==> src/rx_port_io_regs_pkg.sv <==
// Notes on behaviour
// - lock routing bits 3:2 pick port0, port1, any enabled or all enabled
// - lock routing writes accepted only from a local I2C controller
// - control bit 1 enables the second receiver port, resets enabled
// - control bit 0 enables the first receiver port, resets enabled
// - io bit 7 selects 1.8V or 3.3V for I2C and interrupt pins, resets 0
// - without override, reads of voltage select and supply mode show detection
// - override bit 6 picks detected level or written values for supply controls
// - supply mode 00 means 1.8V, 11 means 3.3V, others reserved
// - pin status bits 6:0 show live pin levels, bit 7 reads zero
// - input control bit n enables pin n input path, all reset enabled
// - pin control bit 0 enables the output driver, resets disabled
// - pin control holds source in bits 4:2 and select in bits 7:5
// - source 100 with select 000 drives the pin from pin control bit 1
package rx_port_io_regs_pkg;

  // ***********************************************************
  // register offsets
  // ***********************************************************
  localparam logic [7:0] OFS_PORT_CTL = 8'h0c;
  localparam logic [7:0] OFS_IO_SUPPLY_CONTROL = 8'h0d;
  localparam logic [7:0] OFS_PIN_STS = 8'h0e;
  localparam logic [7:0] OFS_IN_CTL = 8'h0f;
  localparam logic [7:0] OFS_PIN0_CTL = 8'h10;
  localparam logic [7:0] OFS_PIN1_CTL = 8'h11;

  // ***********************************************************
  // field positions
  // ***********************************************************
  localparam int LOCK_SEL_LSB = 2;
  localparam int PORT1_BIT = 1;
  localparam int PORT0_BIT = 0;
  localparam int HIGHV_BIT = 7;
  localparam int OVR_BIT = 6;
  localparam int MODE_LSB = 4;
  localparam int OUT_SEL_LSB = 5;
  localparam int OUT_SRC_LSB = 2;
  localparam int OUT_LVL_BIT = 1;
  localparam int OUT_EN_BIT = 0;

  // ***********************************************************
  // reset values and codes
  // ***********************************************************
  localparam logic [1:0] LOCK_SEL_RST = 2'h0;
  localparam logic [1:0] PORT_EN_RST = 2'h3;
  localparam logic [1:0] PORT_CTL_TOP_RST = 2'h2;
  localparam logic IO_HIGHV_RST = 1'h0;
  localparam logic IO_OVR_RST = 1'h0;
  localparam logic [1:0] IO_MODE_RST = 2'h0;
  localparam logic [3:0] IO_LOW_RST = 4'h9;
  localparam logic [6:0] IN_EN_RST = 7'h7f;
  localparam logic [7:0] PIN_CTL_RST = 8'h00;
  localparam logic [1:0] MODE_1V8 = 2'h0;
  localparam logic [1:0] MODE_3V3 = 2'h3;
  localparam logic [2:0] SRC_REGISTER = 3'h4;
  localparam logic [2:0] SEL_REGISTER = 3'h0;

  // lock routing modes
  typedef enum logic [1:0] {
    LOCK_PORT0 = 2'h0,
    LOCK_PORT1 = 2'h1,
    LOCK_ANY = 2'h2,
    LOCK_ALL = 2'h3
  } lock_mode_t;

  // register access request from the I2C target
  typedef struct packed {
    logic [7:0] addr;
    logic [7:0] wdata;
    logic wr;
    logic rd;
    logic local_src;
  } reg_req_t;

endpackage : rx_port_io_regs_pkg
==> src/rx_port_io_gpio_regs.sv <==
`timescale 1ns/100ps
module rx_port_io_gpio_regs
  import rx_port_io_regs_pkg::*;
(
  input wire logic CLK,
  input wire logic RESET,
  input wire reg_req_t REG_REQ,
  output logic [7:0] REG_RDATA,
  output logic REG_RVALID,
  input wire logic [1:0] PORT_LOCK,
  output logic LOCK_OUT,
  output logic [1:0] PORT_EN,
  input wire logic IO_DETECT_3V3,
  output logic IO_SEL_HIGH_V,
  output logic [1:0] IO_SUPPLY_MODE,
  input wire logic [6:0] GPIO_IN,
  output logic [6:0] GPIO_INPUT_EN,
  output logic [1:0] GPIO_OUT,
  output logic [1:0] GPIO_OE
);

  // ***********************************************************
  // helpers
  // ***********************************************************
  // level driven on a pin from its control byte
  function automatic logic pin_drive(input logic [7:0] ctl);
    logic [2:0] src;
    logic [2:0] sel;
    src = ctl[OUT_SRC_LSB +: 3];
    sel = ctl[OUT_SEL_LSB +: 3];
    pin_drive = (src == SRC_REGISTER) && (sel == SEL_REGISTER) &&
                ctl[OUT_LVL_BIT];
  endfunction : pin_drive

  // ***********************************************************
  // state
  // ***********************************************************
  logic [1:0] lock_sel_reg, lock_sel_next;
  logic [1:0] port_en_reg, port_en_next;
  logic highv_reg, highv_next;
  logic ovr_reg, ovr_next;
  logic [1:0] mode_reg, mode_next;
  logic [3:0] io_low_reg, io_low_next;
  logic [6:0] in_en_reg, in_en_next;
  logic [7:0] pin0_reg, pin0_next;
  logic [7:0] pin1_reg, pin1_next;
  logic [7:0] rdata_reg, rdata_next;
  logic rvalid_reg, rvalid_next;
  logic lock_reg, lock_next;
  logic sel_out_reg, sel_out_next;
  logic [1:0] mode_out_reg, mode_out_next;
  logic [1:0] gpio_out_reg, gpio_out_next;
  logic [1:0] gpio_oe_reg, gpio_oe_next;
  logic eff_highv;
  logic [1:0] eff_mode;
  logic [1:0] det_mode;

  // ***********************************************************
  // register writes
  // ***********************************************************
  always_comb begin
    lock_sel_next = lock_sel_reg;
    port_en_next = port_en_reg;
    highv_next = highv_reg;
    ovr_next = ovr_reg;
    mode_next = mode_reg;
    io_low_next = io_low_reg;
    in_en_next = in_en_reg;
    pin0_next = pin0_reg;
    pin1_next = pin1_reg;
    if (REG_REQ.wr) begin
      case (REG_REQ.addr)
        OFS_PORT_CTL: begin
          if (REG_REQ.local_src) begin
            lock_sel_next = REG_REQ.wdata[LOCK_SEL_LSB +: 2];
          end
          port_en_next[1] = REG_REQ.wdata[PORT1_BIT];
          port_en_next[0] = REG_REQ.wdata[PORT0_BIT];
        end
        OFS_IO_SUPPLY_CONTROL: begin
          highv_next = REG_REQ.wdata[HIGHV_BIT];
          ovr_next = REG_REQ.wdata[OVR_BIT];
          mode_next = REG_REQ.wdata[MODE_LSB +: 2];
          io_low_next = REG_REQ.wdata[3:0];
        end
        OFS_IN_CTL: in_en_next = REG_REQ.wdata[6:0];
        OFS_PIN0_CTL: pin0_next = REG_REQ.wdata;
        OFS_PIN1_CTL: pin1_next = REG_REQ.wdata;
        default: ;
      endcase
    end
  end

  always_ff @(posedge CLK or posedge RESET) begin
    if (RESET) begin
      lock_sel_reg <= LOCK_SEL_RST;
      port_en_reg <= PORT_EN_RST;
      highv_reg <= IO_HIGHV_RST;
      ovr_reg <= IO_OVR_RST;
      mode_reg <= IO_MODE_RST;
      io_low_reg <= IO_LOW_RST;
      in_en_reg <= IN_EN_RST;
      pin0_reg <= PIN_CTL_RST;
      pin1_reg <= PIN_CTL_RST;
    end else begin
      lock_sel_reg <= lock_sel_next;
      port_en_reg <= port_en_next;
      highv_reg <= highv_next;
      ovr_reg <= ovr_next;
      mode_reg <= mode_next;
      io_low_reg <= io_low_next;
      in_en_reg <= in_en_next;
      pin0_reg <= pin0_next;
      pin1_reg <= pin1_next;
    end
  end

  // ***********************************************************
  // supply selection
  // ***********************************************************
  // detected level as mode code
  assign det_mode = IO_DETECT_3V3 ? MODE_3V3 : MODE_1V8;
  assign eff_highv = ovr_reg ? highv_reg : IO_DETECT_3V3;
  assign eff_mode = ovr_reg ? mode_reg : det_mode;

  // ***********************************************************
  // read path and pin outputs
  // ***********************************************************
  always_comb begin
    rdata_next = rdata_reg;
    rvalid_next = REG_REQ.rd;
    if (REG_REQ.rd) begin
      case (REG_REQ.addr)
        OFS_PORT_CTL: rdata_next = {PORT_CTL_TOP_RST, 2'h0,
                                    lock_sel_reg, port_en_reg};
        OFS_IO_SUPPLY_CONTROL: rdata_next = {eff_highv, ovr_reg, eff_mode,
                                  io_low_reg};
        OFS_PIN_STS: rdata_next = {1'b0, GPIO_IN};
        OFS_IN_CTL: rdata_next = {1'b0, in_en_reg};
        OFS_PIN0_CTL: rdata_next = pin0_reg;
        OFS_PIN1_CTL: rdata_next = pin1_reg;
        default: rdata_next = 8'h00;
      endcase
    end
    case (lock_mode_t'(lock_sel_reg))
      LOCK_PORT0: lock_next = PORT_LOCK[0];
      LOCK_PORT1: lock_next = PORT_LOCK[1];
      LOCK_ANY: lock_next = |(PORT_LOCK & port_en_reg);
      LOCK_ALL: lock_next = (|port_en_reg) &&
                            (&(PORT_LOCK | ~port_en_reg));
      default: lock_next = 1'b0;
    endcase
    sel_out_next = eff_highv;
    mode_out_next = eff_mode;
    gpio_out_next = {pin_drive(pin1_reg), pin_drive(pin0_reg)};
    gpio_oe_next = {pin1_reg[OUT_EN_BIT], pin0_reg[OUT_EN_BIT]};
  end

  // output flops
  always_ff @(posedge CLK or posedge RESET) begin
    if (RESET) begin
      rdata_reg <= 8'h00;
      rvalid_reg <= 1'b0;
      lock_reg <= 1'b0;
      sel_out_reg <= IO_HIGHV_RST;
      mode_out_reg <= IO_MODE_RST;
      gpio_out_reg <= 2'h0;
      gpio_oe_reg <= 2'h0;
    end else begin
      rdata_reg <= rdata_next;
      rvalid_reg <= rvalid_next;
      lock_reg <= lock_next;
      sel_out_reg <= sel_out_next;
      mode_out_reg <= mode_out_next;
      gpio_out_reg <= gpio_out_next;
      gpio_oe_reg <= gpio_oe_next;
    end
  end

  assign REG_RDATA = rdata_reg;
  assign REG_RVALID = rvalid_reg;
  assign LOCK_OUT = lock_reg;
  assign PORT_EN = port_en_reg;
  assign IO_SEL_HIGH_V = sel_out_reg;
  assign IO_SUPPLY_MODE = mode_out_reg;
  assign GPIO_INPUT_EN = in_en_reg;
  assign GPIO_OUT = gpio_out_reg;
  assign GPIO_OE = gpio_oe_reg;
endmodule : rx_port_io_gpio_regs

==> config.mk <==
export PLATFORM = sky130hd
export DESIGN_NAME = rx_port_io_gpio_regs
export DESIGN_NICKNAME = d
export VERILOG_FILES = /design/src/rx_port_io_regs_pkg.sv /design/src/rx_port_io_gpio_regs.sv
export SDC_FILE = /design/constraint.sdc
export NUM_CORES = 1
export LEC_CHECK = 0
export ABC_AREA = 1
export ABC_CLOCK_PERIOD_IN_PS = 1600
export BUFFER_PORTS_ARGS = -buffer_cell sky130_fd_sc_hd__buf_4
export CORE_MARGIN = 2
export CORE_UTILIZATION = 45
export CTS_CLUSTER_DIAMETER = 30
export DETAILED_ROUTE_END_ITERATION = 7
export GPL_TIMING_DRIVEN = 0
export HOLD_SLACK_MARGIN = 0.15
export PLACE_DENSITY = 0.68
export REMOVE_ABC_BUFFERS = 1
export SYNTH_ARGS = -nofsm -noshare
export SYNTH_HDL_FRONTEND = slang
export SYNTH_SLANG_ARGS = --single-unit
==> constraint.sdc <==
create_clock -name CLK -period 1.6 [get_ports CLK]
set_input_delay 0.08 -clock CLK [delete_from_list [all_inputs] [get_ports CLK]]
set_output_delay 0.08 -clock CLK [all_outputs]
set_load 0.02 [all_outputs]
* Yosys cells after proc, flatten, opt, wreduce, memory -nomap -nowiden *
Cells that the tools add are included.

storage, ports and cells
  register bits after elaboration = 52
  bits in latches = 0
  RAM bits = 0
  memory bits (read-only) = 0
  bits of input ports = 31
  word-level logic and storage cells = 52
  memories = 0

operators by class
  add/subtract/negate cells = 0
  $mul = 0
  div/mod/pow operators = 0
  $lt $le $gt $ge = 0
  equality and inequality tests = 11
  shift operators = 0
  mux-type cells = 5
  bitwise gates (word level) = 3
  reductions and logical operators = 17

operators by type and width
  kind                                                 number
  case mux 8 bit (6 select lines)                      1
  equality test 8 x 4 -> 1 bit, second input constant  4
  equality test 8 x 5 -> 1 bit, second input constant  2
  AND reduction 2 bit                                  6
  equality test 3 bit, second input constant           2
  zero test 3 bit                                      2
  logical AND 1 bit                                    5
  equality test 2 bit, second input constant           2
  two-way mux 2 bit                                    2
  case mux 1 bit (4 select lines)                      1
  OR reduction 2 bit                                   2
  AND reduction 3 bit                                  1
  bitwise AND 2 bit                                    1
  equality test 2 x 1 -> 1 bit, second input constant  1
  zero test 2 bit                                      1
  inverter 2 bit                                       1
  OR 2 bit                                             1
  two-way mux 1 bit                                    1

* Depth between registers and ports, before layout *
Gate-level depths: netlist (run 1).

  depth after elaboration = 5
  mapped depth = 10
  depth with buffers taken out = 9

* Worst setup path after synthesis (run 1) *
No wires, ideal clock.

  path type = input to register
  start point = input REG_REQ[11] (netlist name)
  end point = register pin0_reg[0]
  setup time = 0.119 ns
  arrival time = 0.959 ns
  required time = 1.481 ns
  setup slack = 0.522 ns
  stages = 9
  path through = inv_1 nand2_1 nor2_1 nand2_1 inv_2 nand2_2 buf_6 nand2_1 o21ai_2

on the way
  word-level cells in the longest chain between the ends = 2

RTL lines
  what                           line                         source
  start, declared                rx_port_io_gpio_regs.sv:7    input wire reg_req_t REG_REQ,
  equality test 8 x 5 -> 1 bit   rx_port_io_gpio_regs.sv:72   case (REG_REQ.addr)
  AND reduction 2 bit (no line)  n/a
  end signal, assigned           rx_port_io_gpio_regs.sv:113  pin0_reg <= pin0_next;
  end, declared                  rx_port_io_gpio_regs.sv:45   logic [7:0] pin0_reg, pin0_next;

No other way between the ends.
A chain may end at the register's enable or synchronous reset.

* Worst setup path in the final report (run 1) *
  start point = register port_en_reg[1], in the netlist PORT_EN[1]
  end point = register lock_reg, in the netlist LOCK_OUT

on the way
  word-level cells in the longest chain between the ends = 5
  elaborated cells on any way between the ends = 8
  classes of those cells = mux: 1; bitwise: 3; reduce/logical: 4

RTL lines
  what                               line                         source
  start, declared                    rx_port_io_gpio_regs.sv:39   logic [1:0] port_en_reg, port_en_next;
  start signal, assigned             rx_port_io_gpio_regs.sv:107  port_en_reg <= port_en_next;
  inverter 2 bit                     rx_port_io_gpio_regs.sv:150  (&(PORT_LOCK | ~port_en_reg));
  OR 2 bit                           rx_port_io_gpio_regs.sv:150
  AND reduction 2 bit                rx_port_io_gpio_regs.sv:150
  logical AND 1 bit                  rx_port_io_gpio_regs.sv:149  LOCK_ALL: lock_next = (|port_en_reg) &&
  case mux 1 bit (4 select lines) *  rx_port_io_gpio_regs.sv:145  case (lock_mode_t'(lock_sel_reg))
  via lock_next                      rx_port_io_gpio_regs.sv:49   logic lock_reg, lock_next;
  end signal, assigned               rx_port_io_gpio_regs.sv:172  lock_reg <= lock_next;
  end, declared                      rx_port_io_gpio_regs.sv:49

The timed path passes the listed nets; every way through them passes the cells marked *.

==> qor.yml, run 1 <==
run_status:
  outcome: "finished clean"
global_routing:
  grt_pass1_vias: 2112
  grtUsageTotal_pct: 21.2
  antenna_found_initial: 0
  grt.overflow.total: 0
  grt_pass1_wl_um: 10200
  grt_max_degree: 35
timing:
  setup-violations-final: 0
  finClkSkew_ns: 0.00365
  max-slew-margin-rel_pct: 52.9
  hold_viol: 0
  rsz0062_at_grt: "false"
  fin_crit_sh_pct: 97.3
  hold-worst-slack_ns: 0.190
  max_freq_ghz: 0.642
  period_needed_ns: 1.56
  slew_viol_final: 0
  worst_slew_pin_slew_ns: 0.701
  setup_tns_ns: 0
pwr:
  p_leak_uw: 0.00162
  peakVddDrop_v: 0.000643
  power_density_mw_per_mm2: 800
routing:
  wl_met1_um: 2740
  drc_errors: 0
  wl_met3_um: 297
  dr_total_vias: 2239
  antenna_left: 0
  top_layer_used: "met4"
  avgRoutedWirePerCell_um: 13.3
  drtPass1Iterations: 4
  wl_um: 5980
  viasPerCell: 5.00
  wl_met2_um: 2870
  drt_iter0_drc: 163
placement:
  place_congestion: 0.799
  hpwl_um: 4310
  io_buffer_count: 56
  dp_cells: 424
  dpl_cell_area_mm2: 0.00298
synth:
  syn_inst: 303
  yosysWarningCount: 0
  synth_cell_types: 26
  syn_avg_cell_area_um2: 8.30
  async_reset_ff_share_pct: 100
  synth_enable_flop_cells: 0
  syn_area_mm2: 0.00251
  synth_seq_cells: 52
  ys_seq_area_share_pct: 52.3
  ys.flop_type: "dfrtp_1"
critical_path:
  cp-start-kind: "flop"
  rrSetupSlack_ns: 0.04
  crit_type: "flop to flop"
  endpoint_kind: "flop"
  cp.required_ns: 1.79
  cp_data_arrival_time_ns: 1.75
  crit_fanout: 5
cts:
  cts_tree: "yes"
  clock_latency_ns: 0.31
  cts_root_buffer: "clkbuf_8"
  clock_path_buffers: 2
  cts-resized-gates: 0
  cts_htree_levels: 2
  path_clk_slew_ns: 0.09
  cts_made_buffers: 5
  clock_sinks: 52
final_layout:
  final_cell_mix: "nand2_1, buf_4, dfrtp_1, nand3_1, inv_1"
  drive_above_1_share_pct: 25.5
  antenna_cells: 0
  fillerInstances: 499
  final_area_mm2: 0.00323
  fin_cells: 448
  layout_commonest_cell: "nand2_1"
  nNetsFinal: 406
  area_growth_pct: 28.6
flow_run:
  max-cap-violations: 0
floorplan:
  ios: 57
  die_area_mm2: 0.00620
  rows: 27
  core_mm2: 0.00544
  start_util_pct: 46.2
  die_h_um: 78.7
  die_x_um: 78.7
worst_hold_path:
  hold_class: "input port to flop"
==> report_power, final <==
part / switching [uW] / internal, uW / leakage (uW)
Clock: 409 / 353 / 0.0000455
Combinational: 202 / 169 / 0.000916
Sequential: 51.3 / 1400 / 0.000656
Total: 663 / 1920 / 0.00162
==> final timing paths <==
kind	end	startpoint	cells past startpoint
worst max-delay path	LOCK_OUT$_DFF_PP0_	PORT_EN[1]$_DFFE_PP1P_	4
worst max register to register	LOCK_OUT$_DFF_PP0_	PORT_EN[1]$_DFFE_PP1P_	4
worst min register to register	GPIO_OE[0]$_DFF_PP0_	pin0_reg[0]$_DFFE_PP0P_	0
max in group asynchronous	GPIO_INPUT_EN[0]$_DFFE_PP1P_	RESET	4
worst min-delay path	REG_RDATA[2]$_DFFE_PP0P_	GPIO_IN[2]	5
min in group asynchronous	REG_RDATA[6]$_DFFE_PP0P_	RESET	3
==> critical path, cell delays in order, from the launching register on <==
cell,delay (ns)
dfstp_2,0.58
inv_1,0.05
a211oi_1,0.20
a311oi_1,0.06
dlygate4sd3_1,0.56
==> kinds of logic after synthesis <==
| group | share of synthesized area [%] |
|---|---|
| AND/OR/NAND/NOR | 29.3 |
| AO/OA/AOI/OAI | 10.8 |
| flip-flops | 52.3 |
| buffers and inverters | 7.62 |
==> area by class of cell <==
| cell class | count | area (um^2) | area share, % |
|---|---|---|---|
| flip-flops and latches | 52 | 1320 | 40.7 |
| multi-input cells | 208 | 1010 | 31.2 |
| inverters | 35 | 131 | 4.07 |
| clock buffers | 8 | 90.1 | 2.79 |
| well taps | 72 | 90.1 | 2.79 |
| repair buffers | 73 | 598 | 18.5 |
==> stage by stage <==
| stage | setup WS [ns] | power, uW | util (%) |
|---|---|---|---|
| 3_3_place_gp | -0.398 | 1810 | 54.5 |
| 6_report | 0.0425 | 2590 | 59.4 |
| 5_1_grt | 0.00717 | 2710 | 59.4 |
| 3_5_place_dp | -0.146 | 1820 | 54.9 |
| 2_1_floorplan | 0.280 | 1640 | - |
| 4_1_cts | 0.0335 | 2600 | 59.3 |
==> layer usage <==
metal | vias to the layer above | GRT usage [%]
li1 | 1128 | -
met1 | 1052 | 29.4
met2 | 55 | 33.8
met3 | 4 | 3.98
met4 | 0 | 6.67
met5 | - | 0
==> timing repair <==
item / 4_1_cts / 5_1_grt
hold buffers: 15 / 0
hold endpoints to repair: 88 / 0
setup endpoints to repair: 0 / 8
buffers inserted: 0 / 1
==> Yosys cell counts (4+ instances only) <==
cell / number / share of area (%)
nand2_1: 86 / 13
inv_1: 33 / 4.9
o21a_1: 6 / 1.8
nand3_1: 40 / 8.0
nand4_1: 4 / 1.0
dfstp_2: 11 / 11
nor2_1: 20 / 3.0
dfrtp_1: 41 / 41
o21ai_2: 8 / 2.8
o21ai_0: 21 / 4.2
a21oi_1: 4 / 0.80
(Power assumes the default switching activity.)
==> run 2: changes to the inputs <==
CORE_ASPECT_RATIO = 1.2   (was default)
REMOVE_ABC_BUFFERS = default   (was 1)
==> run 2 against run 1 <==
Net effect: fmax rose by 14%; highest routed layer unchanged; clock power fell by 2%; sequential share of layout area down 0.47 points; cell area up 1.2%; critical path depth up 3.
==> qor.yml, run 2 (synthesis gave the netlist of run 1 again) <==
flow_run:
  max-cap-violations: 0
timing:
  finClkSkew_ns: 0.00962
  rsz0062_at_grt: "false"
  fin_crit_sh_pct: 85.8
  worst_slack_ns: 0.228
  period_needed_ns: 1.37
  hold_viol: 0
  slew_viol_final: 0
  worst_slew_pin_slew_ns: 0.434
  hold-worst-slack_ns: 0.174
  max-slew-margin-rel_pct: 70.9
  setup-violations-final: 0
  max_freq_ghz: 0.729
pwr:
  peakVddDrop_v: 0.000471
  power_switching_uw: 708
  pwr-share-comb_pct: 14.7
  clkPwrFrac_pct: 28.9
  p_leak_uw: 0.00165
  internal_power_uw: 1880
  power_density_mw_per_mm2: 791
  seq_power_share_pct: 56.4
  swShare_pct: 27.4
final_layout:
  area_growth_pct: 30.1
  layout_commonest_cell: "nand2_1"
  fillerInstances: 498
  final_cell_mix: "nand2_1, buf_4, dfrtp_1, nand3_1, inv_1"
  drive_above_1_share_pct: 27.2
  antenna_cells: 0
  nNetsFinal: 413
global_routing:
  grt_pass1_wl_um: 10700
  grt.overflow.total: 0
  grtUsageTotal_pct: 23.1
  grt_max_degree: 44
  antenna_found_initial: 0
  grt_pass1_vias: 2192
routing:
  viasPerCell: 5.13
  drc_errors: 0
  dr_total_vias: 2281
  antenna_left: 0
  wl_um: 6520
  drt_iter0_drc: 94
  avgRoutedWirePerCell_um: 14.6
  drtPass1Iterations: 5
cts:
  clock_latency_ns: 0.31
  path_clk_slew_ns: 0.09
  clock_sinks: 52
  cts_root_buffer: "clkbuf_8"
  clock_path_buffers: 2
  cts_tree: "yes"
  cts-resized-gates: 0
  cts_made_buffers: 5
  cts_htree_levels: 2
synth:
  synth.net_count: 334
placement:
  io_buffer_count: 56
  place_congestion: 0.881
  hpwl_um: 4850
  place_ws_ns: 0.143
critical_path:
  cp-start-kind: "input port"
  cp.required_ns: 1.83
  endpoint_kind: "flop"
  cp_data_arrival_time_ns: 1.61
  crit_type: "input port to flop"
  crit_fanout: 10
floorplan:
  die_x_um: 72.2
  die_h_um: 85.9
  core_mm2: 0.00533
  ios: 57
  rows: 29
  die_area_mm2: 0.00620
  start_util_pct: 47.1
run_status:
  outcome: "finished clean"
worst_hold_path:
  hold_class: "input port to flop"
==> run 2: cell count changes in the layout (fill, tap and decap cells not counted), sizes merged <==
| cell | change |
|---|---|
| buf | +6 |
| clkinv | +3 |
| clkbuf | -2 |
==> run 2: repair_timing <==
action                                 in CTS  in global routing
buffers inserted                            0                  0
setup endpoints to repair                   0                  0
hold buffers                               15                  0
endpoints found under the hold margin      78                  0
==> run 2: path summary, 6_finish.rpt <==
check	end	startpoint	cells past startpoint	slack (ns)
max in group asynchronous	GPIO_INPUT_EN[6]$_DFFE_PP1P_	RESET	4	0.78
max	GPIO_INPUT_EN[1]$_DFFE_PP1P_	REG_REQ[2]	7	0.23
max reg2reg	REG_RDATA[7]$_DFFE_PP0P_	ovr_reg$_DFFE_PP0P_	7	0.53
min in group asynchronous	LOCK_OUT$_DFF_PP0_	RESET	3	0.25
min	REG_RDATA[0]$_DFFE_PP0P_	GPIO_IN[0]	5	0.17
min reg2reg	GPIO_OE[1]$_DFF_PP0_	pin1_reg[0]$_DFFE_PP0P_	0	0.45
==> run 2: cell type report <==
type	count	area, um^2	share of cell area [%]
Clock inverter	3	18.8	0.574
Clock buffer	5	68.8	2.10
Buffer	8	60.1	1.84
Multi-Input combinational cell	208	1010	30.8
Timing Repair Buffer	72	591	18.1
Sequential cell	52	1320	40.2
Inverter	35	131	4.02
Tap cell	62	77.6	2.37
==> run 2: worst max-delay path: stages <==
cell           delay, ns
dlygate4sd3_1       0.53
buf_4               0.16
inv_2               0.07
nor4_4              0.39
buf_4               0.23
nand2_1             0.05
o21ai_1             0.09
==> run 2: metrics by stage <==
stage	power, uW	std cells	TNS, ns	util [%]	cell area (um^2)
after global placement	1820	421	-16.62	56.5	3010
final	2580	445	0	61.3	3270
after global routing	2680	445	0	61.3	3270
after detailed placement	1830	422	0	56.8	3030
after CTS	2590	445	0	61.3	3270
after floorplan	1650	303	0	-	2510
==> run 2: routing by layer <==
metal / vias up / GRT usage, % / share of wire, %
li1: 1144 / - / -
met1: 1081 / 30.3 / 43
met2: 48 / 39.0 / 52
met3: 8 / 3.29 / 3.4
met4: 0 / 7.38 / 1.6
met5: - / 0 / 0
==> run 2: power by group through the flow <==
stage / combinational, uW / clock, uW / sequential [uW]
3_3_place_gp: 340 / 0 / 1480
4_1_cts: 383 / 753 / 1460
3_5_place_dp: 353 / 0 / 1480
6_report: 380 / 748 / 1460
5_1_grt: 419 / 797 / 1470
2_1_floorplan: 140 / 0 / 1510
